## src/core/pio_params.svh

```systemverilog
// constants for the per-output intensity pwm block
// Notes on behaviour
// RULE_01 - 0x10 holds output 1 high, 0 low
// RULE_02 - 0x11 holds output 3 high, 2 low
// RULE_03 - 0x12 holds output 5 high, 4 low
// RULE_04 - 0x13 holds output 7 high, 6 low
// RULE_05 - codes 0..14 give duty (code+1)/16
// RULE_06 - code all ones holds static, no pwm
// RULE_07 - reads return codes last written, same bits
// RULE_08 - output 8 code in low nibble of 0x0e
// RULE_09 - master zero stops oscillator, outputs static
// RULE_10 - new codes take effect at period start
`ifndef PIO_PARAMS_SVH
`define PIO_PARAMS_SVH

// register addresses
`define PIO_ADDR_MASTER 8'h0e
`define PIO_ADDR_PAIR10 8'h10
`define PIO_ADDR_PAIR32 8'h11
`define PIO_ADDR_PAIR54 8'h12
`define PIO_ADDR_PAIR76 8'h13

// storage indices
`define PIO_IDX_MASTER 3'h0
`define PIO_IDX_PAIR10 3'h1
`define PIO_IDX_PAIR32 3'h2
`define PIO_IDX_PAIR54 3'h3
`define PIO_IDX_PAIR76 3'h4
`define PIO_NUM_WORDS 5

// field layout
`define PIO_NIB_W 4
`define PIO_HI_LSB 4
`define PIO_LO_LSB 0

// values
`define PIO_WORD_RESET 8'h00
`define PIO_READ_UNMAPPED 8'h00
`define PIO_CODE_STATIC 4'hf
`define PIO_MASTER_OFF 4'h0
`define PIO_MASTER_FULL 4'hf

// pwm timing
`define PIO_SLOT_LAST 4'hf
`define PIO_SUB_LAST 4'he
`define PIO_TICK_DIV 1
`define PIO_NUM_OUT 9

`endif

```

## src/core/pio_pkg.sv

```systemverilog
// types of the per-output intensity pwm block
package pio_pkg;
    typedef logic [3:0] pio_code_t;
    typedef logic [7:0] pio_word_t;
    typedef logic [2:0] pio_idx_t;
endpackage

```

## src/core/pio_mem_if.sv

```systemverilog
// carrier between the control logic and the register storage
`include "pio_params.svh"
interface pio_mem_if;
    logic wrEn; // write strobe
    pio_pkg::pio_idx_t wrIdx; // write index
    pio_pkg::pio_word_t wrData; // write data
    logic rdEn; // read strobe
    logic rdHit; // read address mapped
    pio_pkg::pio_idx_t rdIdx; // read index
    pio_pkg::pio_word_t rdData; // registered read data
    pio_pkg::pio_word_t [`PIO_NUM_WORDS-1:0] words; // all stored words
    modport ctrl (output wrEn, wrIdx, wrData, rdEn, rdHit, rdIdx, input rdData, words);
    modport mem (input wrEn, wrIdx, wrData, rdEn, rdHit, rdIdx, output rdData, words);
endinterface

```

## src/core/pio_reg_mem.sv

```systemverilog
// storage of the intensity words with registered read port
`include "pio_params.svh"
module pio_reg_mem (
    // clock and reset
    input wire logic clk,
    input wire logic rst_n,
    // storage port
    pio_mem_if.mem memIf
);
    pio_pkg::pio_word_t [`PIO_NUM_WORDS-1:0] words_ff; // stored words

    // write port, unmapped writes never reach here
    always_ff @(posedge clk or negedge rst_n) begin
        if (!rst_n) begin
            words_ff <= {`PIO_NUM_WORDS{`PIO_WORD_RESET}};
        end else if (memIf.wrEn) begin
            words_ff[memIf.wrIdx] <= memIf.wrData;
        end
    end

    // read port, old value if written same cycle
    always_ff @(posedge clk or negedge rst_n) begin
        if (!rst_n) begin
            memIf.rdData <= `PIO_READ_UNMAPPED;
        end else if (memIf.rdEn) begin
            memIf.rdData <= memIf.rdHit ? words_ff[memIf.rdIdx] : `PIO_READ_UNMAPPED; // RULE_07
        end
    end

    // all words for the pwm logic
    assign memIf.words = words_ff;
endmodule

```

## src/core/pio_top.sv

```systemverilog
// per-output intensity pwm: register port, period counters, output drive
`include "pio_params.svh"
module pio_top #(
    parameter int TICK_DIV = `PIO_TICK_DIV // clocks per pwm sub-step
) (
    // clock and reset
    input wire logic clk,
    input wire logic rst_n,
    // register access port, after serial decode
    input wire logic [7:0] regAddr,
    input wire logic [7:0] regWrData,
    input wire logic regWrEn,
    input wire logic regRdEn,
    output logic [7:0] regRdData,
    output logic regRdValid,
    // open-drain led ports, index 0..8
    output logic [`PIO_NUM_OUT-1:0] ledPortOut,
    output logic [`PIO_NUM_OUT-1:0] ledPortOe
);
    localparam int TW = (TICK_DIV > 1) ? $clog2(TICK_DIV) : 1;

    // refuse a divider the prescaler cannot serve
    generate
        if (TICK_DIV < 1) begin : g_bad_div
            $error("TICK_DIV must be at least one");
        end
    endgenerate

    pio_mem_if memIf(); // storage carrier

    // address decode into hit flag and storage index
    function automatic logic [3:0] decodeAddr(input logic [7:0] a);
        case (a)
            `PIO_ADDR_MASTER: decodeAddr = {1'b1, `PIO_IDX_MASTER}; // RULE_08
            `PIO_ADDR_PAIR10: decodeAddr = {1'b1, `PIO_IDX_PAIR10}; // RULE_01
            `PIO_ADDR_PAIR32: decodeAddr = {1'b1, `PIO_IDX_PAIR32}; // RULE_02
            `PIO_ADDR_PAIR54: decodeAddr = {1'b1, `PIO_IDX_PAIR54}; // RULE_03
            `PIO_ADDR_PAIR76: decodeAddr = {1'b1, `PIO_IDX_PAIR76}; // RULE_04
            default: decodeAddr = 4'h0;
        endcase
    endfunction

    logic [3:0] wrDec; // write decode
    logic [3:0] rdDec; // read decode
    assign wrDec = decodeAddr(regAddr);
    assign rdDec = decodeAddr(regAddr);

    // storage port drive, unmapped writes dropped
    assign memIf.wrEn = regWrEn && wrDec[3];
    assign memIf.wrIdx = wrDec[2:0];
    assign memIf.wrData = regWrData;
    assign memIf.rdEn = regRdEn;
    assign memIf.rdHit = rdDec[3];
    assign memIf.rdIdx = rdDec[2:0];

    pio_reg_mem u_mem (
        .clk(clk),
        .rst_n(rst_n),
        .memIf(memIf)
    );

    // read data comes from the storage register
    assign regRdData = memIf.rdData;

    // read valid one cycle after the strobe
    always_ff @(posedge clk or negedge rst_n) begin
        if (!rst_n) begin
            regRdValid <= 1'b0;
        end else begin
            regRdValid <= regRdEn;
        end
    end

    pio_pkg::pio_code_t storedMaster; // master field as written
    logic oscOff; // oscillator stopped
    assign storedMaster = memIf.words[`PIO_IDX_MASTER][`PIO_HI_LSB +: `PIO_NIB_W];
    assign oscOff = (storedMaster == `PIO_MASTER_OFF); // RULE_09

    // prescaler, held while the oscillator is stopped
    logic [TW-1:0] preCnt_ff;
    logic tick; // one sub-step elapsed
    assign tick = (preCnt_ff == TW'(TICK_DIV - 1));
    always_ff @(posedge clk or negedge rst_n) begin
        if (!rst_n) begin
            preCnt_ff <= '0;
        end else if (oscOff || tick) begin
            preCnt_ff <= '0;
        end else begin
            preCnt_ff <= preCnt_ff + TW'(1);
        end
    end

    // slot counts sixteenths, sub splits each slot into fifteenths
    pio_pkg::pio_code_t slot_ff;
    pio_pkg::pio_code_t sub_ff;
    always_ff @(posedge clk or negedge rst_n) begin
        if (!rst_n) begin
            slot_ff <= 4'h0;
            sub_ff <= 4'h0;
        end else if (oscOff) begin
            slot_ff <= 4'h0;
            sub_ff <= 4'h0;
        end else if (tick) begin
            if (sub_ff == `PIO_SUB_LAST) begin
                sub_ff <= 4'h0;
                slot_ff <= slot_ff + 4'h1;
            end else begin
                sub_ff <= sub_ff + 4'h1;
            end
        end
    end

    logic periodStart; // load point for new settings
    assign periodStart = oscOff || (tick && slot_ff == `PIO_SLOT_LAST && sub_ff == `PIO_SUB_LAST);

    // master setting held for a whole period
    pio_pkg::pio_code_t activeMaster_ff;
    always_ff @(posedge clk or negedge rst_n) begin
        if (!rst_n) begin
            activeMaster_ff <= `PIO_MASTER_OFF;
        end else if (periodStart) begin
            activeMaster_ff <= storedMaster; // RULE_10
        end
    end

    pio_pkg::pio_code_t [`PIO_NUM_OUT-1:0] activeCode_ff; // latched codes
    logic [`PIO_NUM_OUT-1:0] ledOn; // sink wanted this cycle

    // per output: code select, latch and duty compare
    generate
        for (genvar i = 0; i < `PIO_NUM_OUT; i++) begin : g_out
            pio_pkg::pio_code_t storedCode; // code as written
            if (i == `PIO_NUM_OUT - 1) begin : g_nine
                assign storedCode =
                    memIf.words[`PIO_IDX_MASTER][`PIO_LO_LSB +: `PIO_NIB_W]; // RULE_08
            end else begin : g_pair
                // odd outputs upper nibble, even lower
                assign storedCode = memIf.words[i / 2 + 1][(i % 2) * 4 +: `PIO_NIB_W];
            end
            // latch only at period start
            always_ff @(posedge clk or negedge rst_n) begin
                if (!rst_n) begin
                    activeCode_ff[i] <= 4'h0;
                end else if (periodStart) begin
                    activeCode_ff[i] <= storedCode; // RULE_10
                end
            end
            // duty: slots 0..code on, gated by master fifteenths
            always_comb begin
                if (activeMaster_ff == `PIO_MASTER_OFF) begin
                    ledOn[i] = 1'b0; // RULE_09
                end else if (activeCode_ff[i] == `PIO_CODE_STATIC) begin
                    ledOn[i] = 1'b1; // RULE_06
                end else begin
                    ledOn[i] = (slot_ff <= activeCode_ff[i]) && (sub_ff < activeMaster_ff); // RULE_05
                end
            end
        end
    endgenerate

    // pin drive, open-drain sinks low when enabled
    always_ff @(posedge clk or negedge rst_n) begin
        if (!rst_n) begin
            ledPortOe <= '0;
            ledPortOut <= '0;
        end else begin
            ledPortOe <= ledOn;
            ledPortOut <= '0;
        end
    end

    // readback after write to the same address
    property p_readback(logic [7:0] a);
        @(posedge clk) disable iff (!rst_n)
        (regWrEn && regAddr == a) ##1 (regRdEn && !regWrEn && regAddr == a)
            |=> (regRdData == $past(regWrData, 2));
    endproperty

    a_pair10_readback: assert property (p_readback(`PIO_ADDR_PAIR10)) // RULE_01
        else $error("pair 1/0 readback mismatch");
    a_pair32_readback: assert property (p_readback(`PIO_ADDR_PAIR32)) // RULE_02
        else $error("pair 3/2 readback mismatch");
    a_pair54_readback: assert property (p_readback(`PIO_ADDR_PAIR54)) // RULE_03
        else $error("pair 5/4 readback mismatch");
    a_pair76_readback: assert property (p_readback(`PIO_ADDR_PAIR76)) // RULE_04
        else $error("pair 7/6 readback mismatch");
    a_master_readback: assert property (p_readback(`PIO_ADDR_MASTER)) // RULE_08
        else $error("master readback mismatch");

    // unmapped read answers zero, valid follows strobe
    a_unmapped_read: assert property (@(posedge clk) disable iff (!rst_n) // RULE_07
        (regRdEn && !rdDec[3]) |=> (regRdValid && regRdData == `PIO_READ_UNMAPPED))
        else $error("unmapped read not zero");

    // duty: off past the code slot, on inside it at full master
    a_duty_off_slot: assert property (@(posedge clk) disable iff (!rst_n) // RULE_05
        (activeMaster_ff == `PIO_MASTER_FULL && activeCode_ff[0] != `PIO_CODE_STATIC
            && slot_ff > activeCode_ff[0]) |=> !ledPortOe[0])
        else $error("output 0 on past its duty");
    a_duty_on_slot: assert property (@(posedge clk) disable iff (!rst_n) // RULE_05
        (activeMaster_ff == `PIO_MASTER_FULL && slot_ff <= activeCode_ff[0]) |=> ledPortOe[0])
        else $error("output 0 off inside its duty");

    // static code holds on for the whole period
    a_static_hold: assert property (@(posedge clk) disable iff (!rst_n) // RULE_06
        (!oscOff && storedMaster == activeMaster_ff && activeCode_ff[1] == `PIO_CODE_STATIC
            && !periodStart)[*2] |=> ledPortOe[1])
        else $error("static output 1 not held");

    // master zero stops all drive two cycles later
    a_master_stop: assert property (@(posedge clk) disable iff (!rst_n) // RULE_09
        oscOff |-> ##2 (ledPortOe == '0))
        else $error("outputs driven with master off");
    a_osc_held: assert property (@(posedge clk) disable iff (!rst_n) // RULE_09
        oscOff |=> (slot_ff == 4'h0 && sub_ff == 4'h0))
        else $error("counters run with oscillator off");

    // latched settings change only at a period start
    a_code_latch: assert property (@(posedge clk) disable iff (!rst_n) // RULE_10
        !periodStart |=> ($stable(activeCode_ff) && $stable(activeMaster_ff)))
        else $error("code changed mid period");

    c_full_period: cover property (@(posedge clk) disable iff (!rst_n)
        activeMaster_ff == `PIO_MASTER_FULL && periodStart && !oscOff);
    c_static_code: cover property (@(posedge clk) disable iff (!rst_n)
        activeCode_ff[1] == `PIO_CODE_STATIC && activeMaster_ff != `PIO_MASTER_OFF);
    c_write_read: cover property (@(posedge clk) disable iff (!rst_n)
        (regWrEn && regAddr == `PIO_ADDR_PAIR10) ##1 (regRdEn && regAddr == `PIO_ADDR_PAIR10));
    c_master_off: cover property (@(posedge clk) disable iff (!rst_n)
        !oscOff ##1 oscOff);
endmodule

```

## config.mk

```make
export PLATFORM = sky130hd
export DESIGN_NAME = pio_top
export DESIGN_NICKNAME = d
export VERILOG_FILES = /design/src/core/pio_pkg.sv /design/src/core/pio_mem_if.sv /design/src/core/pio_reg_mem.sv /design/src/core/pio_top.sv
export VERILOG_INCLUDE_DIRS = /design/src /design/src/core
export SDC_FILE = /design/constraint.sdc
export NUM_CORES = 1
export LEC_CHECK = 0
export BUFFER_PORTS_ARGS = -buffer_cell sky130_fd_sc_hd__buf_2
export CAP_MARGIN = 20
export CORE_UTILIZATION = 28
export CTS_CLUSTER_DIAMETER = 100
export DETAILED_ROUTE_END_ITERATION = 10
export GPL_TIMING_DRIVEN = 0
export SLEW_MARGIN = 20
export SYNTH_ARGS = -nofsm -noshare
export SYNTH_HDL_FRONTEND = slang
export SYNTH_HIERARCHICAL = 1
export SYNTH_SLANG_ARGS = --single-unit
```

## constraint.sdc

```tcl
create_clock -name clk -period 3.5 [get_ports clk]
set_input_delay 0.7 -clock clk [delete_from_list [all_inputs] [get_ports clk]]
set_output_delay 0.7 -clock clk [all_outputs]
set_load 0.05 [all_outputs]
```

After elaboration in Yosys (flattened, before gate mapping)

Index checks and enable logic that the tools add are counted.

Memories: 0
Bits in writable memories: 0
Output and inout bits: 27
Register bits: 107
ROM bits: 0
Latch bits: 0

Shifts and indexed selects: 0
Equality and inequality tests: 17
Bitwise operators: 1
Muxes and demuxes: 32
Divide/modulo/power cells: 0
$lt $le $gt $ge: 12
$add $sub $neg: 3
Reductions and logical operators: 19
Multiply operators: 0

Operator list:

| kind                                                                          | count |
|---|---|
| 4-bit equality test (second input constant)                                   | 11 |
| 40-bit bitwise mux                                                            | 1 |
| 4-bit less-or-equal comparator                                                | 9 |
| 8-bit by 5-bit equality test with 1-bit output (second input constant)        | 4 |
| 8-bit binary-select mux with 3-bit select                                     | 1 |
| 8-bit demux with 3-bit select                                                 | 1 |
| 4-bit 2-to-1 mux                                                              | 6 |
| 8-bit 2-to-1 mux                                                              | 3 |
| 4-bit one-hot mux with 5 select lines                                         | 1 |
| 1-bit 2-to-1 mux                                                              | 19 |
| 1-bit logical AND                                                             | 13 |
| 4-bit by 1-bit adder with 4-bit output (second input constant)                | 2 |
| 8-bit by 4-bit equality test with 1-bit output (second input constant)        | 1 |
| 4-bit logical NOT                                                             | 2 |
| 3-bit by 4-bit less-than comparator with 1-bit output (second input constant) | 1 |
| 4-bit less-than comparator                                                    | 1 |
| 3-bit by 1-bit >= comparator with 1-bit output (second input constant)        | 1 |
| 1-bit logical OR                                                              | 2 |
| 2-bit != test (second input constant)                                         | 1 |
| 2-bit AND reduction                                                           | 1 |
| 2-bit nonzero test                                                            | 1 |
| 1-bit adder (second input constant)                                           | 1 |
| 1-bit inverter                                                                | 1 |

Longest topological paths before layout

Depth after elaboration: 7
Mapped depth: 8
Mapped depth without buffers: 7

Modules after synthesis

Netlist, hierarchy kept.

Modules (own cells, without submodules):

| module      | area each (µm²) | instances | cells an instance |
|---|---|---|---|
| pio_top     | 3,539.6         | 1         | 304 |
| pio_reg_mem | 2,163.3         | 1         | 152 |

Worst setup path before layout

OpenSTA, ideal clock, no wires.

Path type: input to register
Start: input port regAddr[3]
End: register u_mem.words_ff (netlist bit u_mem/memIf.words[32])
Setup slack: 1.046 ns
Stages: 5
Buffers on the path: 0
Arrival: 2.329 ns
Cell sequence: nor3b_1 -> nand2_1 -> nor2_1 -> nor3b_4 -> mux2_2

Word-level cells in the longest chain between the ends: 7

Ends and longest elaborated chain:

| element                                                                                                                                              | line              | text |
|---|---|---|
| start, declared                                                                                                                                      | pio_top.sv:10     | `input wire logic [7:0] regAddr,` |
| 8-bit by 5-bit equality test with 1-bit output / 8-bit by 4-bit equality test with 1-bit output (equally long branches)                              | -                 |  |
| 4-bit one-hot mux with 5 select lines (*)                                                                                                            | -                 |  |
| named net rdDec[2]                                                                                                                                   | pio_top.sv:44     | `logic [3:0] rdDec;` |
| 3-bit by 4-bit less-than comparator with 1-bit output (implied by the code) / 3-bit by 1-bit >= comparator with 1-bit output (equally long branches) | pio_reg_mem.sv:17 | `words_ff[memIf.wrIdx] <= memIf.wrData;` |
| 1-bit logical AND (implied by the code)                                                                                                              | pio_reg_mem.sv:17 |  |
| 8-bit 2-to-1 mux (implied by the code)                                                                                                               | pio_reg_mem.sv:17 |  |
| 8-bit demux with 3-bit select (*)                                                                                                                    | -                 |  |
| 40-bit bitwise mux (*)                                                                                                                               | pio_reg_mem.sv:17 |  |
| end signal, assigned                                                                                                                                 | pio_reg_mem.sv:15 | `` words_ff <= {`PIO_NUM_WORDS{`PIO_WORD_RESET}}; `` |
| end signal, assigned by index                                                                                                                        | pio_reg_mem.sv:17 |  |
| end, declared                                                                                                                                        | pio_reg_mem.sv:10 | `` pio_pkg::pio_word_t [`PIO_NUM_WORDS-1:0] words_ff; `` |

The timed path passes the listed nets; every way through them passes the cells marked *.
A chain may end at the register's enable or synchronous reset.

Worst setup path in the final report

Start: input port regAddr[3]
End: register u_mem.words_ff (netlist bit u_mem/memIf.words[14])

RTL lines:

| element                                                                                                                 | line            | text |
|---|---|---|
| 8-bit by 5-bit equality test with 1-bit output / 8-bit by 4-bit equality test with 1-bit output (equally long branches) | -               |  |
| 4-bit one-hot mux with 5 select lines (*)                                                                               | -               |  |
| named net rdDec[3]                                                                                                      | pio_top.sv:44   |  |
| 1-bit logical AND (*)                                                                                                   | pio_top.sv:49   | `assign memIf.wrEn = regWrEn && wrDec[3];` |
| named net memIf.wrEn                                                                                                    | pio_mem_if.sv:4 | `logic wrEn;` |

Marks and branches as above.

==> out/metrics.cfg <==
[hold_path]
min_path_type = in -> async

[layout]
fin_nets = 576
antenna_cells = 0
syn_to_final_growth_pct = 15.69
most-common-layout-cells = dfrtp_1, ha_1, inv_1, mux2_2, buf_2
drive_gt1_share_pct = 30.50
final_common_cell = dfrtp_1
instances_no_fill = 783

[sta]
maxSlewViolCount = 0
relSlewSlack_pct = 37.50
min_period_ns = 2.584
finalSetupTns_ns = 0
tightest_slew_ns = 0.9313
fin_crit_sh_pct = 73.82
finalHoldViolations = 0
skew_ns = 0.007663
rsz0062_at_grt = false
setup_viol = 0
max_freq_ghz = 0.3870

[synth]
synth_area_um2 = 5703
syn_avg_cell_area_um2 = 12.51
synth_edf_count = 0
synth_area_leaders = dfrtp_1, mux2_4, ha_1
postSynthCellCount = 456
synth_top_cell_area_share_pct = 46.95
seq_area_frac_synth_pct = 46.95
synth_top_cell_by_area = dfrtp_1
yosysWarnings = 6
async_flop_share_pct = 100.0
synth-main-ff-cell = dfrtp_1
ys_ff_latch = 107
yosysUniqueCellTypes = 49

[cts]
insertion_delay_ns = 0.34
numCtsBuffers = 9
cts_resized = 0
cts_sinks = 107
root_buffer = clkbuf_16
clkTransAtPathRegs_ns = 0.07
cts_tree = done
h-tree-depth = 3
hold_buffers = 0
cts_setup_buffers = 0
cts_buffer_depth = 2

[routing]
drt_iter0_drc = 214
drt_pass1_iterations = 4
vias = 3668
drt-total-wl_um = 12400
viasPerCell = 4.685
drc = 0
wl_per_cell_um = 15.84
ant_nets = 0

[power]
irDropWorstVdd_mv = 0.2343
leakage_nw = 3.121
cellPowerDensity_nw_per_um2 = 423.9
power.total_mw = 2.797

[worst_setup_path]
r2r_slack_ns = 1.38
critPathCaptureType = flop
crit_arrival_ns = 2.81
crit_type = in -> reg
critPathRequiredTime_ns = 3.73
critPathLaunchType = input port
crit_path_max_fanout = 8

[status]
status = finished clean

[grt]
grt_pass1_wl_um = 20240
grt_max_degree = 77
grt_pass1_vias = 3893
antenna_found_initial = 0
grt-ovfl-total = 0
track_usage_pct = 12.78

[floorplan]
core_area_um2 = 19720
num_rows = 51
initial_core_util_pct = 28.92
die_h_um = 144.7
chipWidth_um = 144.7
die-area_um2 = 20940
num_io_pins = 47

[placed_design]
dp.cells = 768
globalplace.congestion = 0.7482
place_hpwl_um = 9353
portBuffers = 37

[run]
max_cap_violations = 0

registers in the layout, summed over array words and instances, names as in the netlist:
signal	cells
activeCode_ff	36
preCnt_ff	1
u_mem/memIf.rdData	8
ledPortOe	9
activeMaster_ff	4
u_mem/memIf.words	40
sub_ff	4
slot_ff	4
regRdValid	1
stage by stage:
step / cell area, µm² / hold WS, ns / util (%) / worst slack, ns
5_1_grt: 6598 / 0.2531 / 33.46 / 0.6914
3_5_place_dp: 6296 / 0.5155 / 31.93 / 0.5818
6_report: 6598 / 0.2383 / 33.46 / 0.9162
3_3_place_gp: 6254 / 0.5085 / 31.72 / 0.5070
2_1_floorplan: 5737 / 0.4044 / - / 1.046
4_1_cts: 6598 / 0.2458 / 33.46 / 0.9330
critical path: stages:
cell	delay, ns
buf_2	0.10
nor3b_1	0.25
a41oi_1	0.07
nor2b_1	0.24
and2_1	0.29
nand2_1	0.10
nor3_2	0.63
mux2_2	0.41
final timing paths:
path,to,depth (start not counted),start
max,u_mem/memIf.words[14]$_DFFE_PN0P_,8,regAddr[3]
min,u_mem/memIf.words[30]$_DFFE_PN0P_,1,rst_n
max reg2reg,ledPortOe[0]$_DFF_PN0_,4,activeMaster_ff[1]$_DFFE_PN0P_
min reg2reg,u_mem/memIf.rdData[4]$_DFFE_PN0P_,1,u_mem/memIf.words[36]$_DFFE_PN0P_
max in group asynchronous,activeCode_ff[23]$_DFFE_PN0P_,2,rst_n
min in group clk,regRdValid$_DFF_PN0_,1,regRdEn
cell usage after synthesis, drive strengths merged (6+ instances only):
| cell type | count |
|---|---|
| o22ai | 16 |
| mux2 | 76 |
| nand2 | 7 |
| o211ai | 6 |
| inv | 40 |
| ha | 42 |
| a21oi | 20 |
| nor2b | 10 |
| nor2 | 23 |
| a211o | 7 |
| o21ai | 10 |
| buf | 18 |
| mux2i | 17 |
| dfrtp | 107 |
| and4 | 7 |
| nand4 | 13 |
layout make-up:
cell class,count,area (µm²)
clock buffers,10,239.0
inverters,40,150.1
clock inverters,5,62.56
fillers,1945,13120
plain buffers,19,148.9
flip-flops and latches,107,2678
repair buffers,38,219.0
well taps,265,331.6
multi-input cells,299,2769
routing by layer:
metal / up-vias / GRT usage [%] / wire (µm)
met5: - / 0 / 0
met4: 0 / 5.097 / 120
met3: 13 / 1.777 / 329
met2: 78 / 20.65 / 5969
met1: 1828 / 17.20 / 5982
li1: 1749 / - / -
report_power, final:
group	leakage [nW]	internal (mW)	switching (mW)
Sequential	1.48	1.28	0.0545
Clock	0.141	0.574	0.454
Combinational	1.50	0.201	0.233
Total	3.12	2.06	0.741
kinds of logic after synthesis:
family / after synthesis / synth area share [%]
compound gates: 67 / 7.459
buf+inv: 59 / 5.243
flops: 107 / 46.95
xor+xnor: 4 / 0.6144
simple gates: 83 / 10.09
fa+ha+maj: 42 / 9.214
mux: 93 / 20.36
other cells: 1 / 0.06576
Note: power is estimated with default switching activity, not from simulation.
